--- src/ccs_pkg.sv ---
// constants, field layouts and types of the channel calibration sequencer
package ccs_pkg;

  // ****************************************
  // clock and timing
  // ****************************************
  localparam int unsigned CLK_HZ       = 10_000_000;
  localparam int unsigned CAL_SEQ_S    = 10;
  localparam int unsigned CAL_SEQ_CYC  = CAL_SEQ_S * CLK_HZ;
  localparam int unsigned SETTLE_MS    = 50;
  localparam int unsigned SETTLE_CYC   = SETTLE_MS * (CLK_HZ / 1000);
  localparam int unsigned SELFTEST_MS  = 1000;
  localparam int unsigned SELFTEST_CYC = SELFTEST_MS * (CLK_HZ / 1000);
  localparam int unsigned CNT_W        = 27;

  // ****************************************
  // register indices (byte address is four times the index)
  // ****************************************
  localparam logic [7:0] IDX_ID   = 8'h00;
  localparam logic [7:0] IDX_CSR  = 8'h02;
  localparam logic [7:0] IDX_ERR  = 8'h04;
  localparam logic [7:0] IDX_REV  = 8'h06;
  localparam logic [7:0] IDX_CCR  = 8'h08;
  localparam logic [7:0] IDX_RS03 = 8'h0A;
  localparam logic [7:0] IDX_RS47 = 8'h0C;
  localparam logic [3:0] IDX_CCD_HI = 4'h1;

  // ****************************************
  // control and status word layout
  // ****************************************
  localparam logic [15:0] CSR_RESET     = 16'h0002;
  localparam int unsigned START_BIT     = 0;
  localparam int unsigned RANGE_W       = 4;
  localparam int unsigned ADC_W         = 13;
  localparam logic signed [12:0] FULL_SCALE_CODE = 13'sh0FFF;
  localparam int unsigned GAIN_SHIFT    = 12;

  typedef enum logic [2:0] {
    MODE_SINGLE   = 3'h0,
    MODE_CONT     = 3'h1,
    MODE_OFFS_CAL = 3'h4,
    MODE_GAIN_CAL = 3'h5
  } ccs_mode_e;

  // control bits 7..1 of the control_status_word
  typedef struct packed {
    logic       fault_indicator_off;
    logic       rsvd;
    logic       sw_reset;
    logic       ext_trig_en;
    logic [2:0] mode;
  } ccs_ctrl_s;

  typedef enum logic [2:0] {
    ST_IDLE   = 3'h0,
    ST_SETTLE = 3'h1,
    ST_CONV   = 3'h3,
    ST_STORE  = 3'h2,
    ST_PAD    = 3'h6,
    ST_TEST   = 3'h4
  } ccs_state_e;

endpackage

--- src/ccs_sequencer.sv ---
// calibration and scan sequencer with avalon-mm register slave
`timescale 1ns/100ps

// Contract
// - 0x0089 write starts offset calibration
// - 0x008B write starts gain calibration
// - only masked channels are calibrated
// - clearing sequence-active flag marks completion
// - compute, store and apply correction factors
// - calibration sequence lasts about ten seconds
// - device inserts input settling delay itself
// - mask 0xFF calibrates all eight channels
// - indicator lit while calibration switch active
// - active flag set during sequence, reset, self-test
// - start bit begins sequence, clears completion
// - mode bits select scan or calibration
module ccs_sequencer #(
  parameter int unsigned CAL_CYCLES      = ccs_pkg::CAL_SEQ_CYC,
  parameter int unsigned SETTLE_CYCLES   = ccs_pkg::SETTLE_CYC,
  parameter int unsigned SELFTEST_CYCLES = ccs_pkg::SELFTEST_CYC,
  parameter logic [15:0] BOARD_ID        = 16'h1234,
  parameter logic [15:0] FW_REVISION     = 16'h0001
) (
  input  wire logic        clk,
  input  wire logic        nrst,
  input  wire logic [7:0]  avs_address,
  input  wire logic        avs_read,
  input  wire logic        avs_write,
  input  wire logic [31:0] avs_writedata,
  input  wire logic [3:0]  avs_byteenable,
  output logic      [31:0] avs_readdata,
  output logic             avs_waitrequest,
  input  wire logic        external_trigger_input_n,
  input  wire logic        cal_switch,
  output logic             status_led,
  output logic             fault_led_on,
  output logic      [2:0]  afe_chan_sel,
  output logic      [3:0]  afe_range,
  output logic             conv_start,
  input  wire logic        conv_done,
  input  wire logic [12:0] conv_data,
  output logic             nvm_we,
  output logic      [3:0]  nvm_addr,
  output logic      [15:0] nvm_wdata
);

  // ****************************************
  // elaboration checks
  // ****************************************
  if (CAL_CYCLES < 1 || CAL_CYCLES >= 2**ccs_pkg::CNT_W || SETTLE_CYCLES < 1
      || SETTLE_CYCLES >= 2**ccs_pkg::CNT_W || SELFTEST_CYCLES < 1
      || SELFTEST_CYCLES >= 2**ccs_pkg::CNT_W) begin : g_chk
    $error("ccs_sequencer: cycle count out of counter range");
  end

  localparam logic [26:0] CAL_LAST    = 27'(CAL_CYCLES - 1);
  localparam logic [26:0] SETTLE_LAST = 27'(SETTLE_CYCLES - 1);
  localparam logic [26:0] TEST_LAST   = 27'(SELFTEST_CYCLES - 1);

  // lowest set bit of a pending-channel vector
  function automatic logic [2:0] low_bit(input logic [7:0] v);
    logic [2:0] r;
    r = 3'h0;
    for (int i = 7; i >= 0; i--)
      if (v[i])
        r = 3'(i);
    return r;
  endfunction

  // merge a 16-bit write through the two low byte lanes
  function automatic logic [15:0] merge16(input logic [15:0] old, input logic [31:0] wd,
                                          input logic [3:0] be);
    merge16 = {be[1] ? wd[15:8] : old[15:8], be[0] ? wd[7:0] : old[7:0]};
  endfunction

  // ****************************************
  // register bus slave
  // ****************************************
  ccs_pkg::ccs_ctrl_s ctrl, next_ctrl;
  logic        ack, next_ack;
  logic [15:0] channel_select_word, next_ccr;
  logic [15:0] rs03, next_rs03;
  logic [15:0] rs47, next_rs47;
  logic [15:0] err, next_err;
  logic [31:0] rdata, next_rdata;
  logic        fault_q, next_fault_q;
  logic        led_q, next_led_q;
  logic [7:0]  idx;
  logic        wr;
  logic        wr_start;
  logic [15:0] rd16;

  // sequencer state read by the bus
  logic              active;
  logic              stfail;
  logic signed [15:0] ccd [8];

  assign idx             = {2'h0, avs_address[7:2]};
  assign wr              = ack & avs_write;
  // one wait cycle, then the request completes
  assign avs_waitrequest = (avs_read | avs_write) & ~ack;
  assign avs_readdata    = rdata;
  assign fault_led_on    = fault_q;
  assign status_led      = led_q;
  assign wr_start = wr & (idx == ccs_pkg::IDX_CSR) & avs_byteenable[0]
                    & avs_writedata[ccs_pkg::START_BIT];

  // read mux and register writes
  always_comb
  begin
    next_ack     = (avs_read | avs_write) & ~ack;
    next_ctrl    = ctrl;
    next_ccr     = channel_select_word;
    next_rs03    = rs03;
    next_rs47    = rs47;
    next_err     = err;
    next_rdata   = rdata;
    next_fault_q = ~ctrl.fault_indicator_off;
    next_led_q   = cal_switch;
    rd16         = 16'h0000;
    case (idx)
      ccs_pkg::IDX_ID:   rd16 = BOARD_ID;
      ccs_pkg::IDX_CSR:  rd16 = {8'h00, ctrl.fault_indicator_off, stfail, ctrl.sw_reset,
                                 ctrl.ext_trig_en, ctrl.mode, active};
      ccs_pkg::IDX_ERR:  rd16 = err;
      ccs_pkg::IDX_REV:  rd16 = FW_REVISION;
      ccs_pkg::IDX_CCR:  rd16 = channel_select_word;
      ccs_pkg::IDX_RS03: rd16 = rs03;
      ccs_pkg::IDX_RS47: rd16 = rs47;
      default:
        if (idx[7:4] == ccs_pkg::IDX_CCD_HI && !idx[0])
          rd16 = ccd[idx[3:1]];
    endcase
    if (avs_read && !ack)
      next_rdata = {16'h0000, rd16};
    if (wr)
    begin
      case (idx)
        ccs_pkg::IDX_CSR:
          if (avs_byteenable[0])
            next_ctrl = ccs_pkg::ccs_ctrl_s'(avs_writedata[7:1]);
        ccs_pkg::IDX_CCR:  next_ccr  = merge16(channel_select_word, avs_writedata, avs_byteenable);
        ccs_pkg::IDX_RS03: next_rs03 = merge16(rs03, avs_writedata, avs_byteenable);
        ccs_pkg::IDX_RS47: next_rs47 = merge16(rs47, avs_writedata, avs_byteenable);
        ccs_pkg::IDX_ERR:  next_err  = merge16(err, avs_writedata, avs_byteenable);
        default:           next_err  = err;
      endcase
    end
  end

  // bus registers
  always_ff @(posedge clk or negedge nrst)
  begin
    if (!nrst)
    begin
      ack     <= 1'b0;
      ctrl    <= ccs_pkg::ccs_ctrl_s'(ccs_pkg::CSR_RESET[7:1]);
      channel_select_word     <= 16'h00FF;
      rs03    <= 16'h0000;
      rs47    <= 16'h0000;
      err     <= 16'h0000;
      rdata   <= 32'h0000_0000;
      fault_q <= 1'b1;
      led_q   <= 1'b0;
    end
    else
    begin
      ack     <= next_ack;
      ctrl    <= next_ctrl;
      channel_select_word     <= next_ccr;
      rs03    <= next_rs03;
      rs47    <= next_rs47;
      err     <= next_err;
      rdata   <= next_rdata;
      fault_q <= next_fault_q;
      led_q   <= next_led_q;
    end
  end

  // ****************************************
  // sequencer
  // ****************************************
  ccs_pkg::ccs_state_e state, next_state;
  logic [2:0]         ch, next_ch;
  logic [2:0]         mode, next_mode;
  logic [7:0]         pend, next_pend;
  logic [26:0]        cnt, next_cnt;
  logic [26:0]        total, next_total;
  logic               next_active, next_stfail;
  logic               trig_q;
  logic signed [12:0] sample, next_sample;
  logic signed [12:0] offs [8];
  logic signed [12:0] next_offs [8];
  logic signed [13:0] gain [8];
  logic signed [13:0] next_gain [8];
  logic signed [15:0] next_ccd [8];
  logic               next_conv_start, next_nvm_we;
  logic [3:0]         next_nvm_addr;
  logic [15:0]        next_nvm_wdata;
  logic signed [31:0] s_diff, s_corr;
  logic               go, is_cal;
  logic [7:0]         rest;
  logic [31:0]        rs_all;

  assign rs_all = {rs47, rs03};
  assign is_cal = (mode == ccs_pkg::MODE_OFFS_CAL) || (mode == ccs_pkg::MODE_GAIN_CAL);
  assign rest   = pend & ~(8'h01 << ch);
  assign go = (wr_start | (ctrl.ext_trig_en & trig_q & ~external_trigger_input_n))
              & ~active & ~ctrl.sw_reset;

  // channel walk, settling, conversion and correction math
  always_comb
  begin
    next_state      = state;
    next_ch         = ch;
    next_mode       = mode;
    next_pend       = pend;
    next_cnt        = cnt;
    next_total      = active ? 27'(total + 27'h000_0001) : total;
    next_active     = active;
    next_stfail     = stfail;
    next_sample     = sample;
    next_offs       = offs;
    next_gain       = gain;
    next_ccd        = ccd;
    next_conv_start = 1'b0;
    next_nvm_we     = 1'b0;
    next_nvm_addr   = nvm_addr;
    next_nvm_wdata  = nvm_wdata;
    s_diff = 32'(sample) - 32'(offs[ch]);
    s_corr = s_diff + ((s_diff * 32'(gain[ch])) >>> ccs_pkg::GAIN_SHIFT);
    case (state)
      ccs_pkg::ST_IDLE:
        // only defined modes start a sequence
        // mode of the start write itself, so a single control word selects and starts
        if (go && (next_ctrl.mode == ccs_pkg::MODE_SINGLE
                   || next_ctrl.mode == ccs_pkg::MODE_CONT
                   || next_ctrl.mode == ccs_pkg::MODE_OFFS_CAL
                   || next_ctrl.mode == ccs_pkg::MODE_GAIN_CAL))
        begin
          next_active = 1'b1;
          next_mode   = next_ctrl.mode;
          next_total  = 27'h000_0000;
          next_cnt    = 27'h000_0000;
          next_pend   = channel_select_word[7:0];
          next_ch     = low_bit(channel_select_word[7:0]);
          next_state  = (channel_select_word[7:0] == 8'h00) ? ccs_pkg::ST_PAD : ccs_pkg::ST_SETTLE;
        end
      ccs_pkg::ST_SETTLE:
        if (cnt == SETTLE_LAST)
        begin
          next_conv_start = 1'b1;
          next_state      = ccs_pkg::ST_CONV;
        end
        else
          next_cnt = 27'(cnt + 27'h000_0001);
      ccs_pkg::ST_CONV:
        if (conv_done)
        begin
          next_sample = signed'(conv_data);
          next_state  = ccs_pkg::ST_STORE;
        end
      ccs_pkg::ST_STORE:
      begin
        if (mode == ccs_pkg::MODE_OFFS_CAL)
        begin
          next_offs[ch]  = sample;
          next_nvm_we    = 1'b1;
          next_nvm_addr  = {1'b0, ch};
          next_nvm_wdata = 16'(signed'(sample));
        end
        else if (mode == ccs_pkg::MODE_GAIN_CAL)
        begin
          next_gain[ch]  = 14'(32'(ccs_pkg::FULL_SCALE_CODE) - s_diff);
          next_nvm_we    = 1'b1;
          next_nvm_addr  = {1'b1, ch};
          next_nvm_wdata = 16'(32'(ccs_pkg::FULL_SCALE_CODE) - s_diff);
        end
        else
          next_ccd[ch] = s_corr[15:0];
        next_cnt  = 27'h000_0000;
        next_pend = rest;
        next_ch   = low_bit(rest);
        if (rest != 8'h00)
          next_state = ccs_pkg::ST_SETTLE;
        else if (is_cal)
          next_state = ccs_pkg::ST_PAD;
        else if (mode == ccs_pkg::MODE_CONT && ctrl.mode == ccs_pkg::MODE_CONT)
        begin
          next_pend  = channel_select_word[7:0];
          next_ch    = low_bit(channel_select_word[7:0]);
          next_state = (channel_select_word[7:0] == 8'h00) ? ccs_pkg::ST_IDLE : ccs_pkg::ST_SETTLE;
          next_active = (channel_select_word[7:0] != 8'h00);
        end
        else
        begin
          next_active = 1'b0;
          next_state  = ccs_pkg::ST_IDLE;
        end
      end
      ccs_pkg::ST_PAD:
        // hold flag for full calibration time in calibration modes; scan modes leave at once
        if (!is_cal || total >= CAL_LAST)
        begin
          next_active = 1'b0;
          next_state  = ccs_pkg::ST_IDLE;
        end
      ccs_pkg::ST_TEST:
        if (cnt == TEST_LAST)
        begin
          next_active = 1'b0;
          next_stfail = 1'b0;
          next_state  = ccs_pkg::ST_IDLE;
        end
        else
          next_cnt = 27'(cnt + 27'h000_0001);
      default:
        next_state = ccs_pkg::ST_IDLE;
    endcase
    // software reset holds flag and restarts self-test
    if (ctrl.sw_reset)
    begin
      next_state  = ccs_pkg::ST_TEST;
      next_cnt    = 27'h000_0000;
      next_active = 1'b1;
      next_stfail = 1'b1;
    end
  end

  // sequencer registers
  always_ff @(posedge clk or negedge nrst)
  begin
    if (!nrst)
    begin
      state      <= ccs_pkg::ST_TEST;
      ch         <= 3'h0;
      mode       <= 3'h0;
      pend       <= 8'h00;
      cnt        <= 27'h000_0000;
      total      <= 27'h000_0000;
      active     <= 1'b1;
      stfail     <= 1'b1;
      trig_q     <= 1'b1;
      sample     <= 13'sh0000;
      offs       <= '{default: 13'sh0000};
      gain       <= '{default: 14'sh0000};
      ccd        <= '{default: 16'sh0000};
      conv_start <= 1'b0;
      nvm_we     <= 1'b0;
      nvm_addr   <= 4'h0;
      nvm_wdata  <= 16'h0000;
    end
    else
    begin
      state      <= next_state;
      ch         <= next_ch;
      mode       <= next_mode;
      pend       <= next_pend;
      cnt        <= next_cnt;
      total      <= next_total;
      active     <= next_active;
      stfail     <= next_stfail;
      trig_q     <= external_trigger_input_n;
      sample     <= next_sample;
      offs       <= next_offs;
      gain       <= next_gain;
      ccd        <= next_ccd;
      conv_start <= next_conv_start;
      nvm_we     <= next_nvm_we;
      nvm_addr   <= next_nvm_addr;
      nvm_wdata  <= next_nvm_wdata;
    end
  end

  // range of current channel to front end
  assign afe_chan_sel = ch;
  assign afe_range    = rs_all[ch * ccs_pkg::RANGE_W +: ccs_pkg::RANGE_W];

endmodule

--- config.mk ---
export PLATFORM = sky130hd
export DESIGN_NAME = ccs_sequencer
export DESIGN_NICKNAME = d
export VERILOG_FILES = /design/src/ccs_pkg.sv /design/src/ccs_sequencer.sv
export SDC_FILE = /design/constraint.sdc
export NUM_CORES = 2
export LEC_CHECK = 0
export BUFFER_PORTS_ARGS = -buffer_cell sky130_fd_sc_hd__buf_2
export CELL_PAD_IN_SITES_DETAIL_PLACEMENT = 0
export CELL_PAD_IN_SITES_GLOBAL_PLACEMENT = 1
export CORE_MARGIN = 2
export CORE_UTILIZATION = 55
export CTS_CLUSTER_SIZE = 25
export DETAILED_ROUTE_END_ITERATION = 7
export GPL_TIMING_DRIVEN = 1
export PLACE_DENSITY = 0.95
export SLEW_MARGIN = 20
export SYNTH_ARGS = -nofsm -noshare
export SYNTH_HDL_FRONTEND = slang
export SYNTH_SLANG_ARGS = --single-unit
--- constraint.sdc ---
create_clock -name clk -period 17.6 [get_ports clk]
set_input_delay 0.88 -clock clk [delete_from_list [all_inputs] [get_ports clk]]
set_output_delay 0.88 -clock clk [all_outputs]
set_load 0.05 [all_outputs]
**Word-level counts from Yosys, hierarchy flattened**

Index checks and enable logic that the tools add are counted.

- Flip-flop bits (word level): 542
- Input port bits: 64
- Output and inout bits: 64

- Multiply operators: 1
- Reduce and logical (&&, ||, !) cells: 45
- Muxes and demuxes: 88
- Shift-type cells: 2
- Bitwise logic cells: 22
- Add/subtract/negate cells: 5
- $lt $le $gt $ge: 4
- Eq/ne operators: 31

Operators by type and width:

| kind | number |
|---|---|
| $mux W27 | 7 |
| $bwmux W128 | 1 |
| $bwmux W112 | 1 |
| $pmux W16 S7 | 1 |
| $pmux W27 S4 | 1 |
| $bwmux W104 | 1 |
| $mux W16 | 6 |
| $mux W3 | 32 |
| $add A27 B1 Y27 const B | 2 |
| $bmux W16 S3 | 1 |
| $demux W16 S3 | 1 |
| $bmux W14 S3 | 1 |
| $demux W14 S3 | 1 |
| $mux W14 | 3 |
| $bmux W13 S3 | 1 |
| $demux W13 S3 | 1 |
| $mux W13 | 3 |
| $reduce_and A3 Y1 | 11 |
| $mux W8 | 4 |
| $shiftx A32 B6 Y4 | 1 |
| $mul A14 B14 Y28 | 1 |
| $eq A27 B19 Y1 const B | 1 |
| $eq A27 B24 Y1 const B | 1 |
| $ge A27 B27 Y1 const B | 1 |
| 39 further kinds | 114 |

**Longest topological paths before layout**

- Depth after elaboration: 15
- Mapped depth: 50

**Worst setup path after synthesis**

OpenSTA, ideal clock, no wires.

- Kind: register to register
- From: register ch[1] (netlist: afe_chan_sel[1])
- To: register ccd[15] (netlist name)
- Period minus slack after synthesis: 11.246 ns
- Arrival: 11.114 ns
- Data required time: 17.467 ns
- Stages on the path, launching flop included: 49
- Path buffers: 6
- Slack: 6.354 ns
- Cells stage by stage: dfrtp_1 buf_6 buf_4 clkbuf_1 buf_1 clkbuf_1 mux4_2 mux2_2 ha_1 inv_1 fa_1 a21o_1 a21o_1 a21oi_1 o21bai_1 a21oi_1 o21ai_1 a21o_1 (+13 left out) a21o_1 a21o_1 a21oi_1 nand2_1 a211o_1 and2_1 a21oi_1 nor2b_1 nor2_1 xnor2_1 ha_1 or2_2 a21oi_1 a21oi_1 a31o_2 xnor2_1 xnor2_2 o21ai_1

- Cells in the longest elaborated chain, start to end: 8
- Elaborated cells on any way between the ends: 16
- Classes of those cells: add/sub: 2; mul: 1; order compare: 2; mux: 9; bitwise: 1; reduce/logical: 1

RTL lines:

| element | RTL line | RTL |
|---|---|---|
| from (decl) | ccs_sequencer.sv:184 | `logic [2:0] ch, next_ch;` |
| from (signal assigned) | ccs_sequencer.sv:356 | `ch <= next_ch;` |
| $not A3 Y4 (not written as such) * | ccs_sequencer.sv:230, ccs_sequencer.sv:231, ccs_sequencer.sv:280 |  |
| $bmux W13 S3 | ccs_sequencer.sv:230 | `s_diff = 32'(sample) - 32'(offs[ch]);` |
| $mux W13 (not written as such) (2 in series) | ccs_sequencer.sv:230 |  |
| $sub A13 B13 Y14 | ccs_sequencer.sv:230 |  |
| $mul A14 B14 Y28 | ccs_sequencer.sv:231 | `s_corr = s_diff + ((s_diff * 32'(gain[ch])) >>> ccs_pkg::GAIN_SHIFT);` |
| $add A14 B16 Y16 | ccs_sequencer.sv:231 |  |
| $bwmux W128 * | ccs_sequencer.sv:280 | `next_ccd[ch] = s_corr[15:0];` |
| to (signal assigned) | ccs_sequencer.sv:367 | `ccd <= next_ccd;` |
| to (decl) | ccs_sequencer.sv:96 | `logic signed [15:0] ccd [8];` |

Mark *: on every way between the ends. The rest lies on a longest branch, timed or not. The select of a mux whose other input is x is not followed.
A chain may end at the register's enable or synchronous reset.

**Final worst setup path**

- From: register ch[1] (netlist: afe_chan_sel[1])
- To: register ccd[15] (netlist name)

- Cells in the longest elaborated chain, start to end: 8
- Elaborated cells on any way between the ends: 16
- Classes of those cells: add/sub: 2; mul: 1; order compare: 2; mux: 9; bitwise: 1; reduce/logical: 1

RTL lines:

| element | RTL line | RTL |
|---|---|---|
| $not A3 Y4 (not written as such) * | ccs_sequencer.sv:230 |  |
| $bmux W13 S3 * | ccs_sequencer.sv:230 |  |
| $mux W13 (not written as such) * (2 in series) | ccs_sequencer.sv:230 |  |
| $sub A13 B13 Y14 * | ccs_sequencer.sv:230 |  |
| via s_diff[12] | ccs_sequencer.sv:200 | `logic signed [31:0] s_diff, s_corr;` |
| $mul A14 B14 Y28 | ccs_sequencer.sv:231 |  |
| $add A14 B16 Y16 * | ccs_sequencer.sv:231 |  |
| $bwmux W128 * | ccs_sequencer.sv:280 |  |

The timed path passes the listed nets; every way through them passes the cells marked *. The select of a mux whose other input is x is not followed.

==> impl_metrics.py <==
metrics = {
    "worst_hold_path": {
        "holdCritPathClass": "input pin to asynchronous set/reset pin",
    },
    "placement": {
        "gp_congestion": 0.893,
        "port_buffers": 91,
        "place_inst": 3787,
        "placed_cell_area_sq_um": 34100,
        "hpwlAfterDp_um": 55900,
    },
    "route": {
        "drc": 0,
        "routedWlPerCell_um": 20.8,
        "vias": 23400,
        "drtIter0Drc": 1921,
        "ant_nets": 0,
        "routed_via_density": 6.03,
        "first_pass_iters": 5,
        "routed_wl_um": 81000,
    },
    "timing": {
        "drv_slew": 0,
        "slew_headroom_pct": 22.1,
        "setup_viol": 0,
        "grt_setup_unrepaired": "false",
        "fmax_ghz": 0.0825,
        "finalClockSkew_ns": 0.0202,
        "period_needed_ns": 12.12,
        "fin_crit_sh_pct": 68.9,
        "tns_ns": 0,
        "hold_violations": 0,
        "worstMarginPinSlew_ns": 1.17,
    },
    "critical_path": {
        "critPathLaunchType": "flip-flop",
        "critPathTopFamily": "adder cells",
        "crit_slowest_cell": "dfrtp_4",
        "cp_num_buf_inv": 3,
        "worstSetupPathType": "flip-flop to flip-flop",
        "crit_path_end_kind": "flip-flop",
        "cp.required_ns": 18.07,
        "path_common_cell": "fa_1",
        "critPathMaxStageDelay_ns": 0.81,
        "crit_arrival_ns": 12.59,
        "crit_path_max_fanout": 42,
    },
    "grt": {
        "grt_use_met2_pct": 45.6,
        "top_usage_layer": "met2",
        "use_met3_pct": 3.43,
        "antenna_found_initial": 1,
        "grt.overflow.total": 0,
        "first_global_vias": 25100,
        "grtUsageMet1_pct": 34.1,
        "grt_max_degree": 191,
        "grt_pass1_wl_um": 132000,
        "grt_use_total_pct": 26.6,
    },
    "layout": {
        "final-seq-area_sq_um": 13600,
        "multi_input_area_sq_um": 17800,
        "post-route-util_pct": 60.7,
        "drive_above_1_share_pct": 20.1,
        "areaGrowthSynthToFinish_pct": 8.84,
        "post_layout_nonfiller_instances": 3888,
        "nNetsFinal": 3427,
        "fin_area_sq_um": 36000,
        "fill_cells": 4526,
        "antenna_cells": 0,
    },
    "yosys": {
        "synth_cells": 3047,
        "synth.distinct_cells": 88,
        "synth_top_cells_by_area": "dfrtp_1, fa_1, mux2_2",
        "synth-async-reset-ratio_pct": 100,
        "ys_warn_count": 0,
        "synthFlopType": "dfrtp_1",
        "yosysSeqAreaShare_pct": 41.0,
        "synth_top_area_share_pct": 39.9,
        "synth_area_sq_um": 33100,
        "syn_area_per_cell_sq_um": 10.9,
        "synth_edf_count": 0,
        "synth_top_cell_by_area": "dfrtp_1",
        "ys_seq_elements": 541,
    },
    "clock_network": {
        "clock_sink_count": 541,
        "cts_resized": 0,
        "postCtsSetupBuffers": 0,
        "clock_latency_ns": 0.62,
        "cts_buffer_depth": 3,
        "cts_buffers": 54,
        "clockRootBuffer": "clkbuf_16",
        "htreeDepth": 2,
        "cts.clk_slew.worst_paths_ns": 0.07,
        "hold_buffers": 0,
        "cts_tree": "built",
    },
    "die": {
        "initial_core_util_pct": 55.8,
        "dieWidth_um": 249,
        "die_h_um": 249,
        "die-area_sq_um": 62100,
        "num_rows": 89,
        "io_pins": 128,
        "core_area_sq_um": 59200,
    },
    "status": {
        "status": "finished clean",
    },
    "pwr": {
        "total_power_mw": 4.46,
        "ir_worst_vdd_v": 0.0000886,
        "power_density_nw_per_um2": 124,
        "p_leak_nw": 17.5,
    },
    "flow_run": {
        "drv_cap": 0,
    },
}
worst paths after layout:
| path | depth (start not counted) | from | end | slack [ns] |
|---|---|---|---|---|
| max in group asynchronous | 3 | nrst | ccd[88]$_DFFE_PN0P_ | 14.88 |
| worst max register to register | 41 | afe_chan_sel[1]$_DFFE_PN0P_ | ccd[15]$_DFFE_PN0P_ | 5.48 |
| worst min-delay path | 1 | nrst | conv_start$_DFF_PN0_ | 0.33 |
| worst max-delay path | 41 | afe_chan_sel[1]$_DFFE_PN0P_ | ccd[15]$_DFFE_PN0P_ | 5.48 |
| min in group clk | 1 | cal_switch | status_led$_DFF_PN0_ | 0.37 |
| worst min register to register | 1 | ctrl[6]$_DFFE_PN0P_ | fault_led_on$_DFF_PN1_ | 0.44 |
registers in the layout, summed over array words and instances (netlist names), 4 cells and up:
register / cells
ccd: 128
gain: 112
offs: 104
cnt: 27
total: 27
avs_readdata: 16
channel_select_word: 16
err: 16
rs03: 16
rs47: 16
nvm_wdata: 15
sample: 13
pend: 8
ctrl: 6
nvm_addr: 4
through the flow:
step / hold slack [ns] / setup slack (ns)
3_5_place_dp: 0.415 / 5.57
2_1_floorplan: 0.376 / 6.35
5_1_grt: 0.362 / 4.80
4_1_cts: 0.348 / 5.55
6_report: 0.328 / 5.48
3_3_place_gp: 0.398 / 5.80
cell type report:
type / count / share of cell area [%]
clock buffer: 79 / 4.49
sequential: 541 / 37.7
inverter: 275 / 2.87
timing repair buffer: 126 / 2.08
clock inverter: 22 / 0.768
multi-input combinational: 2072 / 49.4
tap: 773 / 2.69
cell usage in the layout (no fill, tap or decap), types with 20 or more instances in the layout:
master	n
o21ai_0	254
and2_1	22
and3_1	20
buf_2	90
mux4_2	90
xor2_1	28
nor2_1	193
a21o_1	21
mux2i_1	39
fa_1	196
clkbuf_16	55
nand2_1	415
mux2_2	253
a21oi_1	67
inv_1	269
buf_4	32
dfrtp_1	524
o21ai_1	37
nor3_1	22
ha_1	97
nand3_1	30
xnor2_1	40
cells in the mapped netlist, types with 12 or more instances:
library cell,n
buf_2,22
mux4_2,90
xor2_1,28
nor2b_1,17
fa_1,196
mux2i_1,40
nand2b_1,16
buf_1,19
nand2_1,416
a21oi_1,67
dfrtp_1,527
dfstp_2,14
xnor2_1,41
a21o_1,21
ha_1,97
and2_1,22
nand4_1,18
nor3_1,23
clkbuf_1,107
o21ai_0,254
buf_4,21
mux2_2,253
nor2_1,194
and3_1,20
nand3_1,31
o21ai_1,37
o21a_1,12
inv_1,269
where the power goes:
part | internal (mW) | switching [mW] | total [mW]
logic | 0.525 | 1.06 | 1.59
clock network | 0.714 | 0.506 | 1.22
registers | 1.43 | 0.220 | 1.65
layer usage:
| metal | up-vias | share of wire (%) |
|---|---|---|
| li1 | 10300 | - |
| met1 | 12100 | 40 |
| met2 | 759 | 50 |
| met3 | 232 | 5.6 |
| met4 | 0 | 4.3 |
| met5 | - | 0 |
kinds of logic after synthesis:
| logic type | count (synthesis) | share of synthesized area (%) |
|---|---|---|
| AND/OR/NAND/NOR | 809 | 10.8 |
| flip-flops | 541 | 41.0 |
| AO/OA/AOI/OAI | 488 | 8.86 |
| buffers and inverters | 449 | 5.48 |
| multiplexers | 393 | 16.3 |
| adder cells (fa/ha/maj) | 293 | 15.5 |
| XOR/XNOR | 73 | 2.02 |
| other | 1 | 0.0113 |
worst reg2reg max path, delay by kind of cell (launching register included):
kind / cells / cell delay [ns]
muxes: 2 / 0.44
AOI/OAI and AO/OA: 17 / 3.19
and+or+nand+nor: 6 / 1.01
xor gates and xnor gates: 4 / 1.47
buffers and inverters: 3 / 1.12
DFF: 1 / 0.81
adders and majority gates: 9 / 3.97
(Power assumes the default switching activity.)
